<file path="src/pog_defines.vh">
/*
 * Constants of the pulse-width output generator: register offsets,
 * field positions, reset values and timing figures.
 * Assumes it is included by bare name from the design files.
 */
`ifndef POG_DEFINES_VH
`define POG_DEFINES_VH

// Register word indices on the Wishbone bus (byte address bits 7:2).
`define POG_ADR_PERIOD      6'h00
`define POG_ADR_DUTY        6'h01
`define POG_ADR_CTRL        6'h02
`define POG_ADR_STATUS      6'h03

// Field positions.
`define POG_HI_MSB          15
`define POG_HI_LSB          8
`define POG_LO_MSB          1
`define POG_LO_LSB          0

// Reset values, and the control value that enables the output.
`define POG_PERIOD_RST      8'h3F
`define POG_PRE_RST         2'h0
`define POG_DUTY_HI_RST     8'h20
`define POG_DUTY_LO_RST     2'h0
`define POG_CTRL_RST        16'h0000
`define POG_CTRL_ON         16'h0001

// Prescaler encodings.
`define POG_PRE_DIV1        2'h0
`define POG_PRE_DIV4        2'h1
`define POG_PRE_DIV16       2'h2

// Timing: system clock and timer base in MHz.
`define POG_CLK_MHZ         9'd200
`define POG_BASE_MHZ        9'd32
// Half-period steps of the timer base run at twice the base rate.
`define POG_STEP_MHZ        (`POG_BASE_MHZ * 9'd2)

`endif

</file>
<file path="src/pog_tick.v">
/*
 * Fractional divider that turns the system clock into a one-cycle
 * enable pulse at twice the timer base rate (one pulse per half base
 * period).
 * Assumes one clock and an asynchronous active-low reset.
 */
`timescale 1ns/1ps
`default_nettype none
`include "pog_defines.vh"

module pog_tick (
    input  wire clock,
    input  wire rst_n,
    output reg  half_tick
);

    reg  [8:0] acc_q;
    wire [8:0] acc_sum;

    assign acc_sum = acc_q + `POG_STEP_MHZ;

    // The pulse train averages twice the base rate exactly; jitter is one clock.
    always @(posedge clock or negedge rst_n) begin
        if (!rst_n) begin
            acc_q     <= 9'h000;
            half_tick <= 1'b0;
        end else if (acc_sum >= `POG_CLK_MHZ) begin
            acc_q     <= acc_sum - `POG_CLK_MHZ;
            half_tick <= 1'b1;
        end else begin
            acc_q     <= acc_sum;
            half_tick <= 1'b0;
        end
    end

endmodule
`default_nettype wire

</file>
<file path="src/pog_top.v">
/*
 * Pulse-width output generator with period, duty, control and status
 * registers behind a classic Wishbone slave, and one output pin.
 * Assumes one 200 MHz clock, asynchronous active-low reset, and a
 * Wishbone master that holds its request until it sees ack.
 */
// Decided for this implementation: the Wishbone slave port and the register addresses.
`timescale 1ns/1ps
`default_nettype none
`include "pog_defines.vh"

// Notes on behaviour
// - Timer advances from a fixed 32 MHz base, two half-steps per base period.
// - Output runs only while control holds 0x0001; otherwise held low.
// - Period register: period value bits 15:8, prescaler bits 1:0.
// - Prescaler 00 is 1:1 at reset, 01 is 1:4, 10 is 1:16.
// - Output period is (period+1) times 2 times base period times prescale.
// - At period match the timer clears and the output rises in the same step.
// - Zero duty never raises the output at rollover.
// - Duty register: upper eight duty bits at 15:8, lower two at 1:0.
// - Duty writes are accepted anytime but take effect after the period.
// - Duty is double buffered through a latch for glitch-free output.
// - High time is duty times base period over two times prescale.
// - Duty longer than the period keeps the output high throughout.
// - Bits 7:2 of period and duty registers read back as zero.
module pog_top (
    input  wire        clock,
    input  wire        rst_n,
    input  wire        wb_cyc_i,
    input  wire        wb_stb_i,
    input  wire        wb_we_i,
    input  wire [7:0]  wb_adr_i,
    input  wire [3:0]  wb_sel_i,
    input  wire [31:0] wb_dat_i,
    output reg  [31:0] wb_dat_o,
    output reg         wb_ack_o,
    output reg         pwm_out
);

    // Byte-lane merge of a register byte with incoming write data.
    function [7:0] lane_merge;
        input [7:0] old_val;
        input [7:0] new_val;
        input       lane_en;
        begin
            lane_merge = lane_en ? new_val : old_val;
        end
    endfunction

    reg  [7:0]  period_q;
    reg  [1:0]  pre_q;
    reg  [7:0]  duty_hi_q;
    reg  [1:0]  duty_lo_q;
    reg  [15:0] ctrl_q;
    reg  [9:0]  duty_act_q;
    reg  [7:0]  timer_q;
    reg  [1:0]  phase_q;
    reg  [3:0]  pre_cnt_q;
    reg         started_q;
    reg  [3:0]  pre_lim;
    wire        half_tick;
    wire        bus_req;
    wire        bus_wr;
    wire [5:0]  word_adr;
    wire        enabled;
    wire        step;
    wire        rollover;
    wire [9:0]  count_next;
    wire [9:0]  duty_buf;
    wire [7:0]  duty_hi_new;
    wire [1:0]  duty_lo_new;

    pog_tick u_tick (
        .clock     (clock),
        .rst_n     (rst_n),
        .half_tick (half_tick)
    );

    assign bus_req  = wb_cyc_i & wb_stb_i & ~wb_ack_o;
    assign bus_wr   = bus_req & wb_we_i;
    assign word_adr = wb_adr_i[7:2];
    assign enabled  = (ctrl_q == `POG_CTRL_ON);

    // Last half-step count of a phase step: prescale factor minus one.
    always @* begin
        case (pre_q)
            `POG_PRE_DIV1:  pre_lim = 4'd0;
            `POG_PRE_DIV4:  pre_lim = 4'd3;
            `POG_PRE_DIV16: pre_lim = 4'd15;
            default:        pre_lim = 4'd0;
        endcase
    end

    // Four phases of one prescaled half period make one timer count.
    assign step       = half_tick & (pre_cnt_q == pre_lim);
    assign rollover   = (timer_q == period_q) & (phase_q == 2'h3);
    assign count_next = {timer_q, phase_q} + 10'd1;

    // Duty buffer after any write in this cycle; duty_buf holds the value before it.
    assign duty_hi_new = (bus_wr && word_adr == `POG_ADR_DUTY) ?
                         lane_merge(duty_hi_q, wb_dat_i[15:8], wb_sel_i[1]) :
                         duty_hi_q;
    assign duty_lo_new = (bus_wr && word_adr == `POG_ADR_DUTY &&
                          wb_sel_i[0]) ? wb_dat_i[1:0] : duty_lo_q;
    assign duty_buf    = {duty_hi_q, duty_lo_q};

    // Register writes; ack is a one-cycle pulse one edge after request.
    always @(posedge clock or negedge rst_n) begin
        if (!rst_n) begin
            period_q  <= `POG_PERIOD_RST;
            pre_q     <= `POG_PRE_RST;
            duty_hi_q <= `POG_DUTY_HI_RST;
            duty_lo_q <= `POG_DUTY_LO_RST;
            ctrl_q    <= `POG_CTRL_RST;
            wb_ack_o  <= 1'b0;
            wb_dat_o  <= 32'h00000000;
        end else begin
            wb_ack_o <= bus_req;
            if (bus_wr) begin
                case (word_adr)
                    `POG_ADR_PERIOD: begin
                        period_q <= lane_merge(period_q, wb_dat_i[15:8],
                                               wb_sel_i[1]);
                        if (wb_sel_i[0]) begin
                            pre_q <= wb_dat_i[1:0];
                        end
                    end
                    `POG_ADR_DUTY: begin
                        duty_hi_q <= duty_hi_new;
                        duty_lo_q <= duty_lo_new;
                    end
                    `POG_ADR_CTRL: begin
                        ctrl_q[15:8] <= lane_merge(ctrl_q[15:8],
                                                   wb_dat_i[15:8],
                                                   wb_sel_i[1]);
                        ctrl_q[7:0]  <= lane_merge(ctrl_q[7:0],
                                                   wb_dat_i[7:0],
                                                   wb_sel_i[0]);
                    end
                    default: begin
                    end
                endcase
            end
            if (bus_req && !wb_we_i) begin
                case (word_adr)
                    `POG_ADR_PERIOD:
                        wb_dat_o <= {16'h0000, period_q, 6'h00, pre_q};
                    `POG_ADR_DUTY:
                        wb_dat_o <= {16'h0000, duty_hi_q, 6'h00,
                                     duty_lo_q};
                    `POG_ADR_CTRL:
                        wb_dat_o <= {16'h0000, ctrl_q};
                    `POG_ADR_STATUS:
                        wb_dat_o <= {16'h0000, timer_q, 5'h00, phase_q,
                                     pwm_out};
                    default:
                        wb_dat_o <= 32'h00000000;
                endcase
            end
        end
    end

    // Modulation timer, active duty latch and output pin.
    always @(posedge clock or negedge rst_n) begin
        if (!rst_n) begin
            duty_act_q <= 10'h000;
            timer_q    <= 8'h00;
            phase_q    <= 2'h0;
            pre_cnt_q  <= 4'h0;
            started_q  <= 1'b0;
            pwm_out    <= 1'b0;
        end else if (!enabled) begin
            timer_q   <= 8'h00;
            phase_q   <= 2'h0;
            pre_cnt_q <= 4'h0;
            started_q <= 1'b0;
            pwm_out   <= 1'b0;
        end else if (!started_q && half_tick) begin
            // A fresh start behaves like a rollover at count zero; it waits
            // for a half-step so the first pulse is not cut short.
            started_q  <= 1'b1;
            duty_act_q <= duty_buf;
            pwm_out    <= (duty_buf != 10'h000);
        end else if (half_tick) begin
            if (step) begin
                pre_cnt_q <= 4'h0;
                if (rollover) begin
                    timer_q    <= 8'h00;
                    phase_q    <= 2'h0;
                    duty_act_q <= duty_buf;
                    pwm_out    <= (duty_buf != 10'h000);
                end else begin
                    timer_q <= count_next[9:2];
                    phase_q <= count_next[1:0];
                    // No match beyond the period keeps the pin high.
                    if (count_next == duty_act_q) begin
                        pwm_out <= 1'b0;
                    end
                end
            end else begin
                pre_cnt_q <= pre_cnt_q + 4'h1;
            end
        end
    end

endmodule
`default_nettype wire

</file>
<file path="config.mk">
export PLATFORM = sky130hd
export DESIGN_NAME = pog_top
export DESIGN_NICKNAME = d
export VERILOG_FILES = /design/src/pog_tick.v /design/src/pog_top.v
export VERILOG_INCLUDE_DIRS = /design/src /design/src/src
export SDC_FILE = /design/constraint.sdc
export NUM_CORES = 1
export LEC_CHECK = 0
export ABC_CLOCK_PERIOD_IN_PS = 4200
export BUFFER_PORTS_ARGS = -buffer_cell sky130_fd_sc_hd__buf_2
export CORE_MARGIN = 2
export CORE_UTILIZATION = 43
export CTS_CLUSTER_DIAMETER = 200
export CTS_CLUSTER_SIZE = 40
export DETAILED_ROUTE_END_ITERATION = 10
export GPL_ROUTABILITY_DRIVEN = 0
export RECOVER_POWER = 25
export SLEW_MARGIN = 20
export SYNTH_ARGS = -nofsm -noshare
export SYNTH_HDL_FRONTEND = slang
export SYNTH_HIERARCHICAL = 1
export SYNTH_SLANG_ARGS = --single-unit
</file>
<file path="constraint.sdc">
create_clock -name clock -period 4.2 [get_ports clock]
set_clock_uncertainty 0.15 [all_clocks]
set_input_delay 0 -clock clock [delete_from_list [all_inputs] [get_ports clock]]
set_output_delay 0 -clock clock [all_outputs]
set_load 0.05 [all_outputs]
</file>
==> flow_summary.json, run 1 <==
{
  "status": "finished with violations",
  "violations": "capacitance limit, slew limit",
  "synth_edf_count": 0,
  "layoutNonFillerInstCount": 615,
  "post-route-util": 0.509,
  "gr-usage-all-layers": 0.198,
  "die_y_um": 107,
  "layout.area.seq_sq_um": 2160,
  "synth_top_family_by_area": "compound AO/OA/AOI/OAI gates",
  "wl_per_cell_um": 17.2,
  "worst_pin_slew_ps": 2490,
  "yosys-mux-area-fraction": 0.122,
  "arrival_ps": 3010,
  "die_area_sq_um": 11400,
  "slowest_delay_ps": 550,
  "crit_chain": "ha_1, nand3_1, or3_1, a2111o_1, or4_1, o2111a_1",
  "cts_setup_buffers": 0,
  "slew_headroom": -0.659,
  "clk-insertion-delay-late_ps": 360,
  "cts_hold_buffers": 20,
  "dr.first_iter.drc_count": 147,
  "final_common_cell": "dfrtp_1",
  "post-route-min-period_ps": 2910,
  "path_clk_slew_ps": 90,
  "fmax_mhz": 344,
  "synth_simple_gate_area_frac": 0.134,
  "final_area_sq_um": 5260,
  "cts_made_buffers": 9,
  "grt.overflow.total": 0,
  "synth_area_leaders": "dfrtp_1 (43%), mux2_2 (9.6%), dfstp_2 (4.0%)",
  "h-tree-depth": 3,
  "syn_area_per_cell_sq_um": 11.0,
  "cp_top_family": "simple AND/OR/NAND/NOR gates",
  "drv_cap": 1,
  "tns_ps": 0,
  "yosysWarnings": 6,
  "hold_viol": 0,
  "final_cell_mix": "dfrtp_1 (79), buf_2 (44), mux2_2 (39)",
  "path_max_fanout": 8,
  "grt_max_degree": 48,
  "postRouteAntennaNets": 0,
  "irDropWorstVdd_mv": 0.274,
  "drc": 0,
  "via_per_inst": 5.58,
  "cts_resized": 0,
  "wl_um": 10600,
  "cp.required_ps": 4300,
  "dr.pass1.iters": 4,
  "hpwlAfterDp_um": 7430,
  "p_leak_nw": 2.40,
  "antenna_found_initial": 0,
  "postSynthCellCount": 414,
  "synth_compound_area_frac": 0.142,
  "io_buffers": 46,
  "placed_area_sq_um": 4820,
  "diodes": 0,
  "synth.cell_area_sq_um": 4560,
  "cpMaxStageDelayCell": "dfrtp_1",
  "slew_viol_final": 48,
  "core-area_sq_um": 10300,
  "synthArstFlopShare": 1.00,
  "path_buf_inv": 0,
  "ys_ff_latch": 86,
  "pin_count": 83,
  "grt_pass1_wl_um": 17500,
  "synth_top_area_frac": 0.433,
  "final_nets": 530,
  "powerDensity_nw_per_um2": 315,
  "yosys.area_share.xor_xnor": 0.0516,
  "die_w_um": 107,
  "cts_root_buf": "clkbuf_8",
  "yosys.area.top_type": "dfrtp_1",
  "critPathLaunchType": "flip-flop",
  "multi_input_area_sq_um": 2210,
  "cts_tree": "yes",
  "num_rows": 37,
  "seq_area_frac_synth": 0.474,
  "crit_path_end_kind": "flip-flop",
  "start_util": 0.442,
  "hp-class": "in2reg",
  "rsz0062_at_grt": "no",
  "cts.sink_count": 86,
  "synth.distinct_cells": 60,
  "n_fill_cell": 939,
  "vias": 3433,
  "yosys.area_share.adder": 0.0192,
  "area_growth_pct": 15.3,
  "dp_cells": 579,
  "worst-setup-path-type": "reg2reg",
  "drive_gt1_frac": 0.255,
  "ctsLongestPathBuffers": 2,
  "timing.final.crit_share": 0.693,
  "setup_viol": 0,
  "first_global_vias": 3387,
  "yosys_most_used_dff": "dfrtp_1"
}
cells in the mapped netlist, types with 3 or more instances:
cell and number:
or3_1 9, nor4_1 6, nor2b_1 3, o21ai_0 16, nand3_1 12, a22o_1 5, inv_1 8, o2111ai_1 3
nor3_2 3, nor3_1 6, nor2_2 4, mux2i_1 4, mux2_1 7, a21o_1 8, dfrtp_1 79, a22oi_1 15
nand4_1 5, a21oi_1 12, ha_1 7, buf_6 3, xnor2_1 19, buf_4 18, a31oi_1 12, nor2_1 16
xor2_1 6, clkbuf_1 11, dfstp_2 7, o211ai_1 3, mux2_2 39, nand2_1 28, a221oi_1 3
layout make-up:
cell class                      count  area share
Timing Repair Buffer               69      0.0857
Clock buffer                       10      0.0243
Inverter                            8     0.00571
Clock inverter                      6      0.0209
Multi-Input combinational cell    300       0.420
Sequential cell                    86       0.411
Tap cell                          136      0.0324
stage by stage:
| step | power, mW | hold WS [ps] | setup WS [ps] |
|---|---|---|---|
| 2_1_floorplan | 0.928 | -446 | 1640 |
| 3_3_place_gp | 0.959 | -103 | 1310 |
| 3_5_place_dp | 0.961 | -101 | 1320 |
| 4_1_cts | 1.67 | 38.4 | 1290 |
| 5_1_grt | 1.72 | 67.7 | 989 |
| 6_report | 1.65 | 55.3 | 1290 |
worst min-delay path, cell delays in order:
cell,delay [ps]
buf_2,100
nand3_1,140
nor2_1,90
mux2_2,220
power breakdown:
| group | internal, mW | switching, mW | total [mW] | leakage (nW) |
|---|---|---|---|---|
| combinational | 0.0349 | 0.0769 | 0.112 | 1.12 |
| clock | 0.394 | 0.302 | 0.696 | 0.112 |
| sequential | 0.838 | 0.00852 | 0.846 | 1.16 |
final timing paths:
check,from,to,slack (ps),cells after the start
max,phase_q[0]$_DFFE_PN0P_,pwm_out$_DFFE_PN0P_,1290,6
min,wb_sel_i[0],duty_lo_q[0]$_DFFE_PN0P_,60,4
max reg2reg,phase_q[0]$_DFFE_PN0P_,pwm_out$_DFFE_PN0P_,1290,6
min reg2reg,wb_ack_o$_DFF_PN0_,wb_ack_o$_DFF_PN0_,320,1
max in group asynchronous,rst_n,wb_dat_o[4]$_DFFE_PN0P_,1540,3
min in group asynchronous,rst_n,timer_q[3]$_DFFE_PN0P_,790,2
state kept, by name (all words and copies together) (netlist names), 4 cells and up:
register	cells
ctrl_q	16
wb_dat_o	16
duty_act_q	10
duty_hi_q	8
period_q	8
timer_q	8
u_tick/acc_q	6
pre_cnt_q	4
per-layer routing:
| metal | vias up | share of wire | track usage |
|---|---|---|---|
| met5 | - | 0 | 0 |
| met2 | 88 | 0.47 | 0.298 |
| met4 | 0 | 0.0084 | 0.0482 |
| met3 | 6 | 0.048 | 0.0541 |
| li1 | 1621 | - | - |
| met1 | 1718 | 0.47 | 0.285 |
kinds of logic after synthesis:
logic type      count (synthesis)
buf+inv                        43
xor+xnor                       26
mux                            50
compound gates                 91
other cells                     1
flops                          86
simple gates                  110
fa+ha+maj                       7
Power figures use the tool's default switching activity.
==> run 2: changes to the inputs <==
--- a/config.mk
+++ b/config.mk
@@ -6,7 +6,7 @@
 export SDC_FILE = /design/constraint.sdc
 export NUM_CORES = 1
 export LEC_CHECK = 0
-export ABC_CLOCK_PERIOD_IN_PS = 4200
+export ABC_CLOCK_PERIOD_IN_PS = 2670
 export BUFFER_PORTS_ARGS = -buffer_cell sky130_fd_sc_hd__buf_2
 export CORE_MARGIN = 2
 export CORE_UTILIZATION = 43
@@ -14,6 +14,7 @@
 export CTS_CLUSTER_SIZE = 40
 export DETAILED_ROUTE_END_ITERATION = 10
 export GPL_ROUTABILITY_DRIVEN = 0
+export PLACE_DENSITY = 0.67
 export RECOVER_POWER = 25
 export SLEW_MARGIN = 20
 export SYNTH_ARGS = -nofsm -noshare
==> constraint.sdc (replaced) <==
create_clock -name clock -period 2.67 [get_ports clock]
set_clock_uncertainty 0.15 [all_clocks]
set_input_delay 0 -clock clock [delete_from_list [all_inputs] [get_ports clock]]
set_output_delay 0 -clock clock [all_outputs]
set_load 0.05 [all_outputs]
==> run 2 against run 1 <==
The flow now finishes without violations. Routed wire length barely moved. Fmax grew 17%. Die area is the same. Via count increased by 2.4%. Non-clock buffer count up 19. Sequential power is 57% higher. Flip-flop and latch count unchanged. Utilization increased by 1.2 points. Setup slack got worse by 1100 ps.
==> flow_summary.json, run 2 (synthesis gave the netlist of run 1 again) <==
{
  "status": "finished, final reports clean",
  "reg2reg_from": "pre_q[0]$_DFFE_PN0P_",
  "hp-class": "in2reg",
  "slowest_delay_ps": 560,
  "crit_chain": "inv_1, ha_1, nor3b_1, o221a_2, o311ai_0, or4_1, o2111a_1",
  "whs_path_depth": 4,
  "critPathLaunchType": "flip-flop",
  "worst_pin_slew_ps": 1170,
  "vias": 3517,
  "cts_setup_buffers": 0,
  "die_w_um": 107,
  "ctsLongestPathBuffers": 2,
  "cts_tree": "yes",
  "start_util": 0.442,
  "grt_pass1_wl_um": 17300,
  "hpwlAfterDp_um": 7680,
  "num_rows": 37,
  "cp.required_ps": 2760,
  "final_nets": 549,
  "post-route-min-period_ps": 2490,
  "final_cell_mix": "dfrtp_1 (79), buf_2 (45), mux2_2 (39)",
  "n_fill_cell": 913,
  "reg_top3": "ctrl_q (16), wb_dat_o (16), duty_act_q (10)",
  "post-route-util": 0.521,
  "placed_area_sq_um": 4970,
  "crit_path_end_kind": "flip-flop",
  "dr.pass1.iters": 4,
  "drc": 0,
  "clk-insertion-delay-late_ps": 360,
  "first_global_vias": 3534,
  "grt_max_degree": 48,
  "wl_um": 10600,
  "rsz0062_at_grt": "no",
  "cpMaxStageDelayCell": "or4_1",
  "worst-setup-path-type": "reg2reg",
  "drive_gt1_frac": 0.289,
  "hold_start": "wb_we_i",
  "setup_viol": 0,
  "p_leak_nw": 2.50,
  "hold_viol": 0,
  "critPathLaunch": "pre_q[0]$_DFFE_PN0P_",
  "arrival_ps": 2590,
  "slew_headroom": 0.221,
  "grt.overflow.total": 0,
  "final_area_sq_um": 5380,
  "cts_made_buffers": 9,
  "diodes": 0,
  "io_buffers": 46,
  "path_clk_slew_ps": 90,
  "powerDensity_nw_per_um2": 471,
  "hold-worst-slack_ps": 68.7,
  "core-area_sq_um": 10300,
  "die_area_sq_um": 11400,
  "drv_cap": 0,
  "wl_per_cell_um": 16.7,
  "dr.first_iter.drc_count": 259,
  "irDropWorstVdd_mv": 0.318,
  "die_y_um": 107,
  "postRouteAntennaNets": 0,
  "tns_ps": 0,
  "gr-usage-all-layers": 0.192,
  "cts_root_buf": "clkbuf_8",
  "path_max_fanout": 3,
  "fmax_mhz": 401,
  "via_per_inst": 5.55,
  "pin_count": 83,
  "reg2reg_depth": 7,
  "timing.final.crit_share": 0.933,
  "cts.sink_count": 86,
  "antenna_found_initial": 0,
  "slew_viol_final": 0,
  "area_growth_pct": 18.0,
  "final_common_cell": "dfrtp_1",
  "h-tree-depth": 3
}
-- run 2: cell types whose count changed in the layout (fill, tap and decap cells not counted) --
cell           delta
buf_4            +19
bufinv_16         -1
nor4_1            -1
clkinv_4          +2
clkinvlp_4        -2
clkbuf_1          -1
nor3_4            -1
nor4_2            +1
clkbuf_8          +1
nor3_2            +1
clkbuf_2          +1
dlygate4sd3_1     -1
buf_2             +1
-- run 2: worst paths after layout --
path | slack (ps) | to
hold / removal | 70 | wb_dat_o[7]$_DFFE_PN0P_
max in group asynchronous | 620 | phase_q[0]$_DFFE_PN0P_
setup / recovery | 180 | pwm_out$_DFFE_PN0P_
min in group asynchronous | 250 | wb_dat_o[2]$_DFFE_PN0P_
hold reg to reg | 320 | wb_ack_o$_DFF_PN0_
setup reg to reg | 180 | pwm_out$_DFFE_PN0P_
-- run 2: worst max-delay path: cells and delay by family, from the launching register on --
family | cells | cell delay (ps)
flops | 1 | 370
fa+ha+maj | 1 | 280
compound gates | 3 | 680
buf+inv | 1 | 50
simple gates | 2 | 850
-- run 2: layout make-up --
| type | instances | area [sq um] | share of cell area |
|---|---|---|---|
| Clock buffer | 11 | 141 | 0.0263 |
| Clock inverter | 5 | 82.6 | 0.0153 |
| Inverter | 8 | 30.0 | 0.00558 |
| Multi-Input combinational cell | 300 | 2210 | 0.410 |
| Sequential cell | 86 | 2160 | 0.402 |
| Tap cell | 136 | 170 | 0.0316 |
| Timing Repair Buffer | 88 | 589 | 0.110 |
-- run 2: where the power goes --
group          switching, mW  internal, mW
Clock                  0.469         0.555
Sequential            0.0135          1.32
Combinational          0.121        0.0559
-- run 2: metal layers --
metal  vias to the layer above  track usage  routed length (um)
li1                       1659            -                   -
met2                        93        0.316                5230
met1                      1757        0.260                4750
met4                         0       0.0612                  97
met5                         -            0                   0
met3                         8       0.0316                 495
-- run 2: repair_timing --
item / in CTS / in global routing
hold buffers: 19 / 0
hold endpoints to repair: 82 / 0
gates resized for setup: 0 / 1
endpoints found under the setup margin: 0 / 10
-- run 2: per-stage QoR --
step                      setup slack, ps  power, mW  instances
after global routing                 3.40       2.62        634
after detailed placement              221       1.51        599
after global placement                251       1.51        599
after CTS                             153       2.56        634
final                                 178       2.53        634
after floorplan                       107       1.46        429
==> run 3: changes to the inputs <==
--- a/config.mk
+++ b/config.mk
@@ -6,16 +6,19 @@
 export SDC_FILE = /design/constraint.sdc
 export NUM_CORES = 1
 export LEC_CHECK = 0
-export ABC_CLOCK_PERIOD_IN_PS = 2670
+export ABC_CLOCK_PERIOD_IN_PS = 2700
 export BUFFER_PORTS_ARGS = -buffer_cell sky130_fd_sc_hd__buf_2
+export CELL_PAD_IN_SITES_DETAIL_PLACEMENT = 0
+export CELL_PAD_IN_SITES_GLOBAL_PLACEMENT = 2
 export CORE_MARGIN = 2
-export CORE_UTILIZATION = 43
+export CORE_UTILIZATION = 36
 export CTS_CLUSTER_DIAMETER = 200
 export CTS_CLUSTER_SIZE = 40
 export DETAILED_ROUTE_END_ITERATION = 10
 export GPL_ROUTABILITY_DRIVEN = 0
-export PLACE_DENSITY = 0.67
+export PLACE_DENSITY_LB_ADDON = 0.1
 export RECOVER_POWER = 25
+export SKIP_LAST_GASP = 1
 export SLEW_MARGIN = 20
 export SYNTH_ARGS = -nofsm -noshare
 export SYNTH_HDL_FRONTEND = slang
==> constraint.sdc (replaced) <==
create_clock -name clock -period 2.7 [get_ports clock]
set_clock_uncertainty 0.15 [all_clocks]
set_input_delay 0 -clock clock [delete_from_list [all_inputs] [get_ports clock]]
set_output_delay 0 -clock clock [all_outputs]
set_load 0.05 [all_outputs]
==> run 3 against run 2 <==
The flow now finishes with violations (capacitance limit, slew limit). Combinational power about the same. Non-clock buffer count is 7 higher. Critical endpoint unchanged. Via count shrank 1.7%. Critical path type unchanged. Setup slack improved by 43 ps. Count of clock-buffer cells in the layout unchanged. Largest cell class unchanged.
==> flow_summary.json, run 3 (synthesis gave the netlist of run 1 again) <==
{
  "status": "finished with violations",
  "violations": "capacitance limit, slew limit",
  "gr-usage-all-layers": 0.185,
  "slowest_delay_ps": 500,
  "met2_usage": 0.285,
  "irDropWorstVdd_mv": 0.247,
  "antenna_found_initial": 0,
  "setup_viol": 0,
  "cts_setup_buffers": 0,
  "via_per_inst": 5.11,
  "timing.final.crit_share": 0.918,
  "cts.sink_count": 86,
  "wl_um": 11700,
  "die_y_um": 117,
  "hpwlAfterDp_um": 8520,
  "critPathLaunchType": "flip-flop",
  "grt_use_met3": 0.0275,
  "hold-worst-slack_ps": 93.6,
  "vias": 3457,
  "slew_headroom": -0.283,
  "grt_max_degree": 54,
  "die_area_sq_um": 13600,
  "worst_pin_slew_ps": 1920,
  "tns_ps": 0,
  "grt.overflow.total": 0,
  "die_w_um": 117,
  "arrival_ps": 2560,
  "crit_path_end_kind": "flip-flop",
  "grt_pass1_wl_um": 18700,
  "cts_resized": 0,
  "hold_start": "wb_sel_i[0]",
  "cts_tree": "yes",
  "slew_viol_final": 35,
  "final_area_sq_um": 5550,
  "drv_cap": 1,
  "pin_count": 83,
  "whs_path_depth": 4,
  "r2r_setup_slack_ps": 220,
  "reg2reg_depth": 6,
  "path_clk_slew_ps": 60,
  "r2r-end": "pwm_out$_DFFE_PN0P_",
  "reg2reg_from": "phase_q[0]$_DFFE_PN0P_",
  "h-tree-depth": 3,
  "diodes": 0,
  "drc": 0,
  "io_buffers": 46,
  "post-route-min-period_ps": 2480,
  "wl_per_cell_um": 17.3,
  "reg_top3": "ctrl_q (16), wb_dat_o (16), duty_act_q (10)",
  "holdPathEnd": "duty_lo_q[1]$_DFFE_PN0P_",
  "n_fill_cell": 1247,
  "ctsLongestPathBuffers": 2,
  "final_cell_mix": "dfrtp_1 (79), buf_2 (45), mux2_2 (39)",
  "rsz0062_at_grt": "no",
  "final_nets": 556,
  "drive_gt1_frac": 0.291,
  "hp-class": "in2reg",
  "start_util": 0.364,
  "core-area_sq_um": 12500,
  "grt_util_met1": 0.261,
  "placed_area_sq_um": 5060,
  "postRouteAntennaNets": 0,
  "worst-setup-path-type": "reg2reg",
  "p_leak_nw": 2.56,
  "final_common_cell": "dfrtp_1",
  "powerDensity_nw_per_um2": 496,
  "grt.busiest_layer": "met2",
  "cp.required_ps": 2780,
  "clk-insertion-delay-late_ps": 350,
  "worst_slack_ps": 221,
  "crit_chain": "ha_1, nand3_1, or3_1, a2111o_1, or4_1, o2111a_1",
  "cts_made_buffers": 9,
  "dr.pass1.iters": 4,
  "cpMaxStageDelayCell": "or4_1",
  "area_growth_pct": 21.7,
  "num_rows": 41,
  "fmax_mhz": 403,
  "first_global_vias": 3396,
  "dr.first_iter.drc_count": 159,
  "cts_root_buf": "clkbuf_16",
  "path_max_fanout": 4,
  "hold_viol": 0,
  "dpl_worst_slack_ps": 252
}
-- run 3: power by group --
part / internal, mW / total [mW] / switching, mW
Sequential: 1.30 / 1.32 / 0.0141
Clock: 0.720 / 1.26 / 0.537
Combinational: 0.0578 / 0.180 / 0.122
-- run 3: what timing repair did --
item	4_1_cts	5_1_grt
endpoints found under the hold margin	119	0
hold buffers	21	0
setup endpoints to repair	0	0
-- run 3: final cells by class --
| cell class | count | area (sq um) | share of cell area |
|---|---|---|---|
| clock buffers | 11 | 233 | 0.0419 |
| clock inverters | 5 | 58.8 | 0.0106 |
| repair buffers | 95 | 653 | 0.118 |
| well taps | 172 | 215 | 0.0388 |
| flip-flops and latches | 86 | 2160 | 0.389 |
| multi-input cells | 300 | 2200 | 0.396 |
| inverters | 8 | 30.0 | 0.00541 |
-- run 3: how the worst max path moves through the flow --
stage,from,end,slack [ps],cells past startpoint
6_report,phase_q[0]$_DFFE_PN0P_,pwm_out$_DFFE_PN0P_,220,6
5_1_grt,pre_q[0]$_DFFE_PN0P_,duty_act_q[0]$_DFFE_PN0P_,40,8
4_1_cts,pre_q[0]$_DFFE_PN0P_,pwm_out$_DFFE_PN0P_,220,7
3_5_place_dp,phase_q[0]$_DFFE_PN0P_,pwm_out$_DFFE_PN0P_,250,6
3_3_place_gp,phase_q[0]$_DFFE_PN0P_,pwm_out$_DFFE_PN0P_,260,6
2_1_floorplan,phase_q[1]$_DFFE_PN0P_,pwm_out$_DFFE_PN0P_,140,7
-- run 3: critical path: cells and delay by family (launching register included) --
family	cells	cell delay [ps]
AOI/OAI and AO/OA	2	670
adders and majority gates	1	170
DFF	1	350
and+or+nand+nor	3	1020
-- run 3: routing by layer --
layer / routed length, um / share of wire / vias up
met4: 206 / 0.018 / 0
li1: - / - / 1668
met3: 312 / 0.027 / 14
met2: 5380 / 0.46 / 64
met1: 5830 / 0.50 / 1711
met5: 0 / 0 / -
-- run 3: metrics by stage --
step,total power [mW],util,cells
after global placement,1.50,0.404,640
after detailed placement,1.50,0.404,640
after global routing,2.85,0.444,677
final,2.76,0.444,677
after floorplan,1.44,-,429
after CTS,2.80,0.445,677
